`config.mk`:
```
export PLATFORM = sky130hd
export DESIGN_NAME = ubw_top
export DESIGN_NICKNAME = d
export VERILOG_FILES = /design/src/core/ubw_pkg.sv /design/src/core/ubw_bit_timer.sv /design/src/core/ubw_sync.sv /design/src/core/ubw_top.sv
export SDC_FILE = /design/constraint.sdc
export NUM_CORES = 1
export LEC_CHECK = 0
export ABC_CLOCK_PERIOD_IN_PS = 3200
export BUFFER_PORTS_ARGS = -buffer_cell sky130_fd_sc_hd__buf_2
export CAP_MARGIN = 30
export CORE_AREA = 4 4 81 158
export DETAILED_ROUTE_END_ITERATION = 8
export DIE_AREA = 0 0 85 162
export PLACE_DENSITY = 0.79
export SYNTH_ARGS = -nofsm -noshare
export SYNTH_HDL_FRONTEND = slang
export SYNTH_SLANG_ARGS = --single-unit
```
`constraint.sdc`:
```
create_clock -name aclk -period 3.2 [get_ports aclk]
set_input_delay 0.16 -clock aclk [delete_from_list [all_inputs] [get_ports aclk]]
set_output_delay 0.16 -clock aclk [all_outputs]
set_load 0.02 [all_outputs]
```
`src/core/ubw_pkg.sv`:
```
// Shared constants for the baud compensation and wake-up control slice
package ubw_pkg;

  // ****************************************************
  // Register map
  // ****************************************************
  localparam int          ADDR_W       = 8;
  localparam logic [7:0]  OFF_COMP     = 8'h3C;
  localparam logic [7:0]  OFF_WAKE_EN  = 8'h40;
  localparam logic [7:0]  OFF_WAKE_STS = 8'h44;
  localparam logic [7:0]  OFF_IRQ_MASK = 8'h50;

  // ****************************************************
  // Field layout
  // ****************************************************
  localparam int COMP_DIR_BIT   = 31;
  localparam int COMP_PAT_W     = 9;
  localparam int PARITY_IDX     = 8;
  localparam int WAKE_N         = 5;
  localparam int WAKE_CTS       = 0;
  localparam int WAKE_DATA      = 1;
  localparam int WAKE_THRESHOLD = 2;
  localparam int WAKE_ADDR      = 3;
  localparam int WAKE_TIMEOUT   = 4;

  // ****************************************************
  // Reset values
  // ****************************************************
  localparam logic [31:0] COMP_RST     = 32'h0000_0000;
  localparam logic [4:0]  WAKE_EN_RST  = 5'h00;
  localparam logic [4:0]  WAKE_STS_RST = 5'h00;
  localparam logic [4:0]  IRQ_MASK_RST = 5'h00;

  // ****************************************************
  // Bus answers and timing
  // ****************************************************
  localparam logic [1:0]  RESP_OKAY    = 2'b00;
  localparam logic [1:0]  RESP_SLVERR  = 2'b10;
  localparam int          MIN_BIT_CLKS = 1;

endpackage

```
`src/core/ubw_bit_timer.sv`:
```
// Bit-time counter with one-clock lengthen or shorten
`timescale 1ns/1ps
`default_nettype none
module ubw_bit_timer #(
  parameter int CW = 16
) (
  // Clock and reset
  input  wire logic          aclk,
  input  wire logic          aresetn,
  // Bit control
  input  wire logic          bit_start,
  input  wire logic [CW-1:0] nominal_len,
  input  wire logic          compensate,
  input  wire logic          comp_direction,
  // Result
  output logic               bit_end
);

  if (CW < 2 || CW > 30) begin : g_chk
    $error("ubw_bit_timer: CW out of range");
  end

  typedef struct packed {
    logic          busy;
    logic [CW:0]   cnt;
    logic          done;
  } ubw_timer_state_t;

  ubw_timer_state_t st_q;
  ubw_timer_state_t st_d;
  logic [CW:0]      len;

  always_comb begin
    len = {1'b0, nominal_len};
    if (compensate && !comp_direction) begin
      len = len + (CW+1)'(1);
    end else if (compensate && comp_direction) begin
      len = len - (CW+1)'(1);
    end
    // Never below one clock, even when shortening a one-clock bit
    if (len < (CW+1)'(ubw_pkg::MIN_BIT_CLKS)) begin
      len = (CW+1)'(ubw_pkg::MIN_BIT_CLKS);
    end
    st_d      = st_q;
    st_d.done = 1'b0;
    if (bit_start) begin
      st_d.busy = 1'b1;
      // Full width, so a lengthened maximum bit does not wrap
      st_d.cnt  = len - (CW+1)'(1);
    end else if (st_q.busy) begin
      if (st_q.cnt == '0) begin
        st_d.busy = 1'b0;
        st_d.done = 1'b1;
      end else begin
        st_d.cnt = st_q.cnt - (CW+1)'(1);
      end
    end
  end

  always_ff @(posedge aclk) begin
    if (!aresetn) begin
      st_q <= '0;
    end else begin
      st_q <= st_d;
    end
  end

  assign bit_end = st_q.done;

endmodule
`default_nettype wire

```
`src/core/ubw_sync.sv`:
```
// Two-flop synchroniser for pin inputs
`timescale 1ns/1ps
`default_nettype none
module ubw_sync #(
  parameter int           W       = 1,
  parameter logic [W-1:0] RST_VAL = '1
) (
  // Clock and reset
  input  wire logic         aclk,
  input  wire logic         aresetn,
  // Data
  input  wire logic [W-1:0] d,
  output logic      [W-1:0] q
);

  typedef struct packed {
    logic [W-1:0] s1;
    logic [W-1:0] s2;
  } ubw_sync_state_t;

  ubw_sync_state_t st_q;
  ubw_sync_state_t st_d;

  // First stage feeds only the second
  always_comb begin
    st_d    = st_q;
    st_d.s1 = d;
    st_d.s2 = st_q.s1;
  end

  always_ff @(posedge aclk) begin
    if (!aresetn) begin
      st_q <= {RST_VAL, RST_VAL};
    end else begin
      st_q <= st_d;
    end
  end

  assign q = st_q.s2;

endmodule
`default_nettype wire

```
`src/core/ubw_top.sv`:
```
// Baud compensation and wake-up control with AXI4-Lite registers
//
// What this block does
// - Direction bit 0: each selected bit lasts one module clock longer.
// - Direction bit 1: each selected bit lasts one module clock shorter; a one-clock bit stays one clock.
// - Nine pattern bits pick which bit times get compensated.
// - Pattern bits 7..0 map to data bits 7..0; bit 8 to parity.
// - Enabled threshold time-out wakes the system during power-down.
// - Enabled address match wakes the system during power-down.
// - Address-match wake only counts in auto address detect mode.
// - Enabled FIFO threshold reached wakes the system during power-down.
// - Enabled incoming data wakes the system during power-down.
// - Enabled nCTS change wakes the system during power-down.
// - Each wake source sets its own status flag.
// - Wake flags stay set until software writes one to them.
//
// The AXI4-Lite register port was left to the implementer.
`timescale 1ns/1ps
`default_nettype none
module ubw_top #(
  parameter int LEN_W = 16
) (
  // Clock and reset
  input  wire logic             aclk,
  input  wire logic             aresetn,
  // AXI4-Lite write address
  input  wire logic [7:0]       awaddr,
  input  wire logic [2:0]       awprot,
  input  wire logic             awvalid,
  output logic                  awready,
  // AXI4-Lite write data
  input  wire logic [31:0]      wdata,
  input  wire logic [3:0]       wstrb,
  input  wire logic             wvalid,
  output logic                  wready,
  // AXI4-Lite write response
  output logic      [1:0]       bresp,
  output logic                  bvalid,
  input  wire logic             bready,
  // AXI4-Lite read address
  input  wire logic [7:0]       araddr,
  input  wire logic [2:0]       arprot,
  input  wire logic             arvalid,
  output logic                  arready,
  // AXI4-Lite read data
  output logic      [31:0]      rdata,
  output logic      [1:0]       rresp,
  output logic                  rvalid,
  input  wire logic             rready,
  // Transmit and receive core bit timing
  input  wire logic             bit_start,
  input  wire logic [3:0]       bit_index,
  input  wire logic [LEN_W-1:0] baud_len,
  output logic                  bit_end,
  // Serial pins
  input  wire logic             cts_n_pin,
  input  wire logic             rx_pin,
  // Core status, same clock
  input  wire logic             power_down,
  input  wire logic             fifo_threshold_hit,
  input  wire logic             fifo_timeout_hit,
  input  wire logic             addr_match,
  input  wire logic             auto_addr_detect_mode,
  input  wire logic             addr_detect_en,
  // Power controller and interrupt
  output logic                  wake_req,
  output logic                  irq
);

  // Counter width must hold the longest bit time plus one
  if (LEN_W < 2 || LEN_W > 30) begin : g_chk
    $error("ubw_top: LEN_W out of range");
  end

  // ****************************************************
  // State
  // ****************************************************
  typedef struct packed {
    logic [7:0]  aw_addr;
    logic        aw_got;
    logic [31:0] w_data;
    logic [3:0]  w_strb;
    logic        w_got;
    logic        b_valid;
    logic [1:0]  b_resp;
    logic        r_valid;
    logic [31:0] r_data;
    logic [1:0]  r_resp;
    logic        comp_direction;
    logic [8:0]  comp_pattern;
    logic [4:0]  wake_en;
    logic [4:0]  wake_sts;
    logic [4:0]  irq_mask;
    logic        cts_prev;
    logic        rx_prev;
    logic        wake_req;
    logic        irq;
  } ubw_state_t;

  ubw_state_t st_q;
  ubw_state_t st_d;

  logic [1:0] pin_sync;
  logic       cts_s;
  logic       rx_s;
  logic       compensate;
  logic [4:0] src;
  logic [4:0] evt;
  logic [4:0] clr;
  logic [31:0] old_word;
  logic [31:0] new_word;

  // ****************************************************
  // Pin synchronisers and bit timer
  // ****************************************************
  // Idle level is high on both pins, so reset to ones avoids a false edge
  ubw_sync #(
    .W       (2),
    .RST_VAL (2'b11)
  ) u_sync (
    .aclk    (aclk),
    .aresetn (aresetn),
    .d       ({cts_n_pin, rx_pin}),
    .q       (pin_sync)
  );
  assign cts_s = pin_sync[1];
  assign rx_s  = pin_sync[0];

  // Only data bits 0..7 and the parity slot have a pattern bit
  always_comb begin
    compensate = 1'b0;
    if (bit_index <= 4'(ubw_pkg::PARITY_IDX)) begin
      compensate = st_q.comp_pattern[bit_index];
    end
  end

  // Pattern applies at bit start; a later write waits for the next bit
  ubw_bit_timer #(
    .CW             (LEN_W)
  ) u_timer (
    .aclk           (aclk),
    .aresetn        (aresetn),
    .bit_start      (bit_start),
    .nominal_len    (baud_len),
    .compensate     (compensate),
    .comp_direction (st_q.comp_direction),
    .bit_end        (bit_end)
  );

  // ****************************************************
  // Byte-lane merge
  // ****************************************************
  // Byte lanes with a clear strobe keep their old contents
  function automatic logic [31:0] merge(input logic [31:0] o,
                                        input logic [31:0] n,
                                        input logic [3:0]  s);
    logic [31:0] r;
    r = o;
    for (int i = 0; i < 4; i++) begin
      if (s[i]) begin
        r[i*8 +: 8] = n[i*8 +: 8];
      end
    end
    return r;
  endfunction

  // ****************************************************
  // Wake sources
  // ****************************************************
  always_comb begin
    // Level sources re-fire on every cycle that they stay high
    src                            = '0;
    // Either nCTS edge counts; rx counts on every falling edge of the line
    src[ubw_pkg::WAKE_CTS]         = cts_s != st_q.cts_prev;
    src[ubw_pkg::WAKE_DATA]        = st_q.rx_prev && !rx_s;
    src[ubw_pkg::WAKE_THRESHOLD]   = fifo_threshold_hit;
    src[ubw_pkg::WAKE_ADDR]        = addr_match && auto_addr_detect_mode
                                     && addr_detect_en;
    // Time-out wake does not require threshold wake; software pairs them
    src[ubw_pkg::WAKE_TIMEOUT]     = fifo_timeout_hit;
    evt = src & st_q.wake_en & {5{power_down}};
  end

  // ****************************************************
  // Next state
  // ****************************************************
  always_comb begin
    st_d     = st_q;
    clr      = '0;
    old_word = '0;
    new_word = '0;

    // Write channel: address and data in either order
    if (awvalid && awready) begin
      st_d.aw_addr = awaddr;
      st_d.aw_got  = 1'b1;
    end
    if (wvalid && wready) begin
      st_d.w_data = wdata;
      st_d.w_strb = wstrb;
      st_d.w_got  = 1'b1;
    end
    if (st_q.b_valid && bready) begin
      st_d.b_valid = 1'b0;
    end
    // Unmapped offsets change nothing and answer with an error
    // Reserved bits are dropped on write and read back as zero
    if (st_q.aw_got && st_q.w_got) begin
      st_d.aw_got  = 1'b0;
      st_d.w_got   = 1'b0;
      st_d.b_valid = 1'b1;
      st_d.b_resp  = ubw_pkg::RESP_OKAY;
      if (st_q.aw_addr == ubw_pkg::OFF_COMP) begin
        old_word = {st_q.comp_direction, 22'h00_0000, st_q.comp_pattern};
        new_word = merge(old_word, st_q.w_data, st_q.w_strb);
        st_d.comp_direction = new_word[ubw_pkg::COMP_DIR_BIT];
        st_d.comp_pattern   = new_word[ubw_pkg::COMP_PAT_W-1:0];
      end else if (st_q.aw_addr == ubw_pkg::OFF_WAKE_EN) begin
        old_word = {27'h000_0000, st_q.wake_en};
        new_word = merge(old_word, st_q.w_data, st_q.w_strb);
        st_d.wake_en = new_word[ubw_pkg::WAKE_N-1:0];
      end else if (st_q.aw_addr == ubw_pkg::OFF_WAKE_STS) begin
        new_word = merge(32'h0000_0000, st_q.w_data, st_q.w_strb);
        clr      = new_word[ubw_pkg::WAKE_N-1:0];
      end else if (st_q.aw_addr == ubw_pkg::OFF_IRQ_MASK) begin
        old_word = {27'h000_0000, st_q.irq_mask};
        new_word = merge(old_word, st_q.w_data, st_q.w_strb);
        st_d.irq_mask = new_word[ubw_pkg::WAKE_N-1:0];
      end else begin
        st_d.b_resp = ubw_pkg::RESP_SLVERR;
      end
    end

    // Read channel
    // One read in flight: arready stays low while rvalid stands
    if (st_q.r_valid && rready) begin
      st_d.r_valid = 1'b0;
    end
    if (arvalid && arready) begin
      st_d.r_valid = 1'b1;
      st_d.r_resp  = ubw_pkg::RESP_OKAY;
      if (araddr == ubw_pkg::OFF_COMP) begin
        st_d.r_data = {st_q.comp_direction, 22'h00_0000, st_q.comp_pattern};
      end else if (araddr == ubw_pkg::OFF_WAKE_EN) begin
        st_d.r_data = {27'h000_0000, st_q.wake_en};
      end else if (araddr == ubw_pkg::OFF_WAKE_STS) begin
        st_d.r_data = {27'h000_0000, st_q.wake_sts};
      end else if (araddr == ubw_pkg::OFF_IRQ_MASK) begin
        st_d.r_data = {27'h000_0000, st_q.irq_mask};
      end else begin
        st_d.r_data = 32'h0000_0000;
        st_d.r_resp = ubw_pkg::RESP_SLVERR;
      end
    end

    // Sticky flags: a new wake event beats a same-cycle clear
    st_d.wake_sts = (st_q.wake_sts & ~clr) | evt;
    st_d.wake_req = |evt;
    st_d.irq      = |(st_d.wake_sts & st_d.irq_mask);
    st_d.cts_prev = cts_s;
    st_d.rx_prev  = rx_s;
  end

  // ****************************************************
  // Registers
  // ****************************************************
  // Pin history starts at the idle level, so release shows no edge
  always_ff @(posedge aclk) begin
    if (!aresetn) begin
      st_q                <= '0;
      st_q.comp_direction <= ubw_pkg::COMP_RST[ubw_pkg::COMP_DIR_BIT];
      st_q.comp_pattern   <= ubw_pkg::COMP_RST[ubw_pkg::COMP_PAT_W-1:0];
      st_q.wake_en        <= ubw_pkg::WAKE_EN_RST;
      st_q.wake_sts       <= ubw_pkg::WAKE_STS_RST;
      st_q.irq_mask       <= ubw_pkg::IRQ_MASK_RST;
      st_q.cts_prev       <= 1'b1;
      st_q.rx_prev        <= 1'b1;
    end else begin
      st_q <= st_d;
    end
  end

  // ****************************************************
  // Outputs
  // ****************************************************
  // Ready held low while a response waits, so one write at a time
  assign awready  = !st_q.aw_got && !st_q.b_valid;
  assign wready   = !st_q.w_got && !st_q.b_valid;
  assign arready  = !st_q.r_valid;
  assign bvalid   = st_q.b_valid;
  assign bresp    = st_q.b_resp;
  assign rvalid   = st_q.r_valid;
  assign rdata    = st_q.r_data;
  assign rresp    = st_q.r_resp;
  // Wake request lags its source by one clock but leaves a flop clean
  assign wake_req = st_q.wake_req;
  assign irq      = st_q.irq;

endmodule
`default_nettype wire

```
==> impl_metrics.csv <==
group,metric,value,unit
status,status,"finished, final reports clean",
synth,ys.flop_type,"dfxtp_1",
detailed_routing,first_pass_iters,5,
clocking,root_buffer,"clkbuf_16",
synth,synth_area_leader_cell,"dfxtp_1",
setup_path,crit_chain,"nand4b_1, or4_4, nand4_1, o2bb2ai_2, a21oi_2, and4bb_4, a41oi_2, ha_2, nand3_2, nor4b_4, buf_4, and4_1, o21ai_1, a21oi_1",
clocking,cts_buffer_depth,2,
floorplanning,die_w,85,µm
grt,grt_pass1_wl,24.2,mm
synth,yosysSeqAreaShare,0.320,
timing,maxSlewViolCount,0,
synth,synth_top_area_share,0.320,
clocking,cts_tree,"done",
timing,setup_slack,0.0280,ns
min_path,hp-class,"input pin to flip-flop",
power_and_ir_drop,power.leakage,2.80,nW
grt,grt_max_degree,33,
setup_path,cp.arrival,3.44,ns
cells_and_area,drive_gt1_frac,0.272,
timing,fmax,315,MHz
detailed_routing,drtAntennaViolNets,0,
detailed_routing,vias,5330,
timing,fin_skew,0.00644,ns
placement,place_congestion,0.932,
setup_path,startpoint_type,"flip-flop",
timing,min_period_over_period,0.991,
setup_path,critical_path_class,"flip-flop to flip-flop",
timing,worst_pin_slew,0.844,ns
detailed_routing,drt_iter0_drc,177,
grt,track_usage,0.217,
cells_and_area,nets,914,
setup_path,end_kind,"flip-flop",
synth,postSynthCellCount,692,
min_path,hold_start,"awaddr[6]",
floorplanning,rows,56,
cells_and_area,final_util,0.576,
grt,grt_pass1_vias,5365,
timing,setup-violations-final,0,
cells_and_area,n_antenna_cell,0,
cells_and_area,n_fill_cell,1073,
cells_and_area,ff_latch_area,0.00178,mm²
setup_path,r2r_start,"st_q[28]",
floorplanning,io-pin-count,138,
synth,synth_edf_count,0,
timing,hold_viol_final,0,
power_and_ir_drop,peakVddDrop,0.367,mV
setup_path,critPathMaxStageDelay,0.56,ns
placement,port_buffers,84,
detailed_routing,drc,0,
setup_path,worstSetupStartpoint,"st_q[28]",
timing,rsz0062_at_grt,"true",
synth,ys_types,85,
clocking,htreeDepth,3,
synth,syn_area_per_cell,8.05,µm²
timing,fin_crit,3.17,ns
detailed_routing,via_per_inst,5.52,
floorplanning,start_util,0.476,
clocking,clk_latency,0.34,ns
setup_path,slowest_stage,"or4_4",
setup_path,path_buf_inv,1,
cells_and_area,syn_to_final_growth,20.9,%
clocking,cts.clk_slew.worst_paths,0.06,ns
placement,preCtsSetupSlack,-0.199,ns
synth,async_reset_ff_frac,0,
clocking,cts.sinks,89,
grt,antenna_found_initial,0,
flow_run,maxCapViolations,0,
grt,grt-ovfl-total,0,
setup_path,crit_family,"simple AND/OR/NAND/NOR gates",
synth,synthTopCellsByArea,"dfxtp_1 32%, nand2_1 6.9%, mux2i_1 5.0%",
synth,yosys_register_bits,89,
placement,dp_hpwl,11.9,mm
cells_and_area,layout_commonest_cell,"nand2_1",
floorplanning,fp.dieH,162,µm
cells_and_area,multiInputGateArea,0.00336,mm²
floorplanning,fp.dieArea,0.0138,mm²
setup_path,required,3.47,ns
cells_and_area,most-common-layout-cells,"102 x nand2_1, 88 x dfxtp_1, 84 x buf_2",
power_and_ir_drop,p_per_area,424,mW/mm²
clocking,cts_buffers,9,
detailed_routing,wirelength,14.9,mm
floorplanning,fp.coreArea,0.0117,mm²
synth,synth_warnings,0,
timing,relSlewSlack,0.435,
synth,synth_area,0.00557,mm²
setup_path,cp_max_fo,5,
detailed_routing,wl_per_cell,15.4,µm
==> final timing paths <==
check,end,slack [ns],cells after the start
min,st_q[111],0.05,3
max,u_timer.st_q[17],0.03,14
max reg2reg,u_timer.st_q[17],0.03,14
min reg2reg,u_sync.q[1],0.41,1
==> report_power, final <==
part | total (mW) | switching, mW | internal (mW)
clock network | 1.18 | 0.421 | 0.763
logic | 0.477 | 0.280 | 0.197
registers | 1.20 | 0.0405 | 1.16
total | 2.86 | 0.741 | 2.12
==> registers in the layout, indices dropped and copies added (netlist names) <==
signal,count
u_timer.st_q,18
st_q,50
rresp,1
wake_req,1
bvalid,1
u_sync.st_d,2
rdata,10
bresp,1
u_timer.bit_end,1
irq,1
rvalid,1
u_sync.q,2
==> metal layers <==
| metal | up-vias | GRT usage | part of all wire |
|---|---|---|---|
| met5 | - | 0 | 0 |
| met4 | 0 | 0.161 | 0.064 |
| met3 | 68 | 0.0274 | 0.044 |
| met2 | 178 | 0.426 | 0.57 |
| met1 | 2464 | 0.192 | 0.33 |
| li1 | 2620 | - | - |
==> synthesized netlist by cell type, types with 6 or more instances <==
master / instances
clkbuf_1: 20
nand2b_1: 12
buf_6: 6
o21ai_0: 11
nand4_1: 10
a21oi_1: 55
nor3_1: 21
dfxtp_1: 89
xor2_1: 13
nand3_1: 23
or4_1: 9
nand2_1: 102
inv_1: 19
xnor2_1: 26
buf_4: 36
o22ai_1: 9
nor2_1: 69
mux2i_1: 28
==> layout make-up <==
class / instances / share of cell area
Multi-Input combinational cell: 536 / 0.498
Sequential cell: 89 / 0.265
Timing Repair Buffer: 161 / 0.149
Clock buffer: 9 / 0.0334
Inverter: 19 / 0.0106
Tap cell: 145 / 0.0269
Clock inverter: 6 / 0.0171
==> repair_timing <==
action,in CTS,in global routing
setup endpoints to repair,4,7
hold buffers,3,0
resized for setup,2,7
setup buffers,0,0
pin swaps,2,1
hold endpoints to repair,3,0
==> worst register-to-register path, cell delays in order, from the launching register on <==
cell	delay, ns
dfxtp_2	0.34
nand4b_1	0.26
or4_4	0.56
nand4_1	0.14
o2bb2ai_2	0.09
a21oi_2	0.16
and4bb_4	0.22
a41oi_2	0.21
ha_2	0.22
nand3_2	0.08
nor4b_4	0.25
buf_4	0.18
and4_1	0.19
o21ai_1	0.06
a21oi_1	0.15
==> metrics by stage <==
stage | setup TNS [ns] | cell area [µm²] | total power, mW | hold WS, ns | std cells
3_3_place_gp | -0.352 | 6330 | 1.68 | 0.341 | 947
6_report | 0 | 6740 | 2.86 | 0.0537 | 965
3_5_place_dp | -0.782 | 6330 | 1.69 | 0.346 | 947
5_1_grt | -1.04 | 6740 | 2.97 | 0.0575 | 965
4_1_cts | 0 | 6710 | 2.88 | 0.0473 | 965
2_1_floorplan | 0 | 5660 | 1.55 | 0.259 | 715
==> logic make-up after synthesis <==
kind of cell             share of synthesized area
adder cells (fa/ha/maj)                    0.00898
XOR/XNOR                                    0.0613
other                                     0.000673
flip-flops                                   0.320
buffers and inverters                        0.102
AO/OA/AOI/OAI                                0.160
AND/OR/NAND/NOR                              0.293
multiplexers                                0.0550
Power figures use the tool's default switching activity.
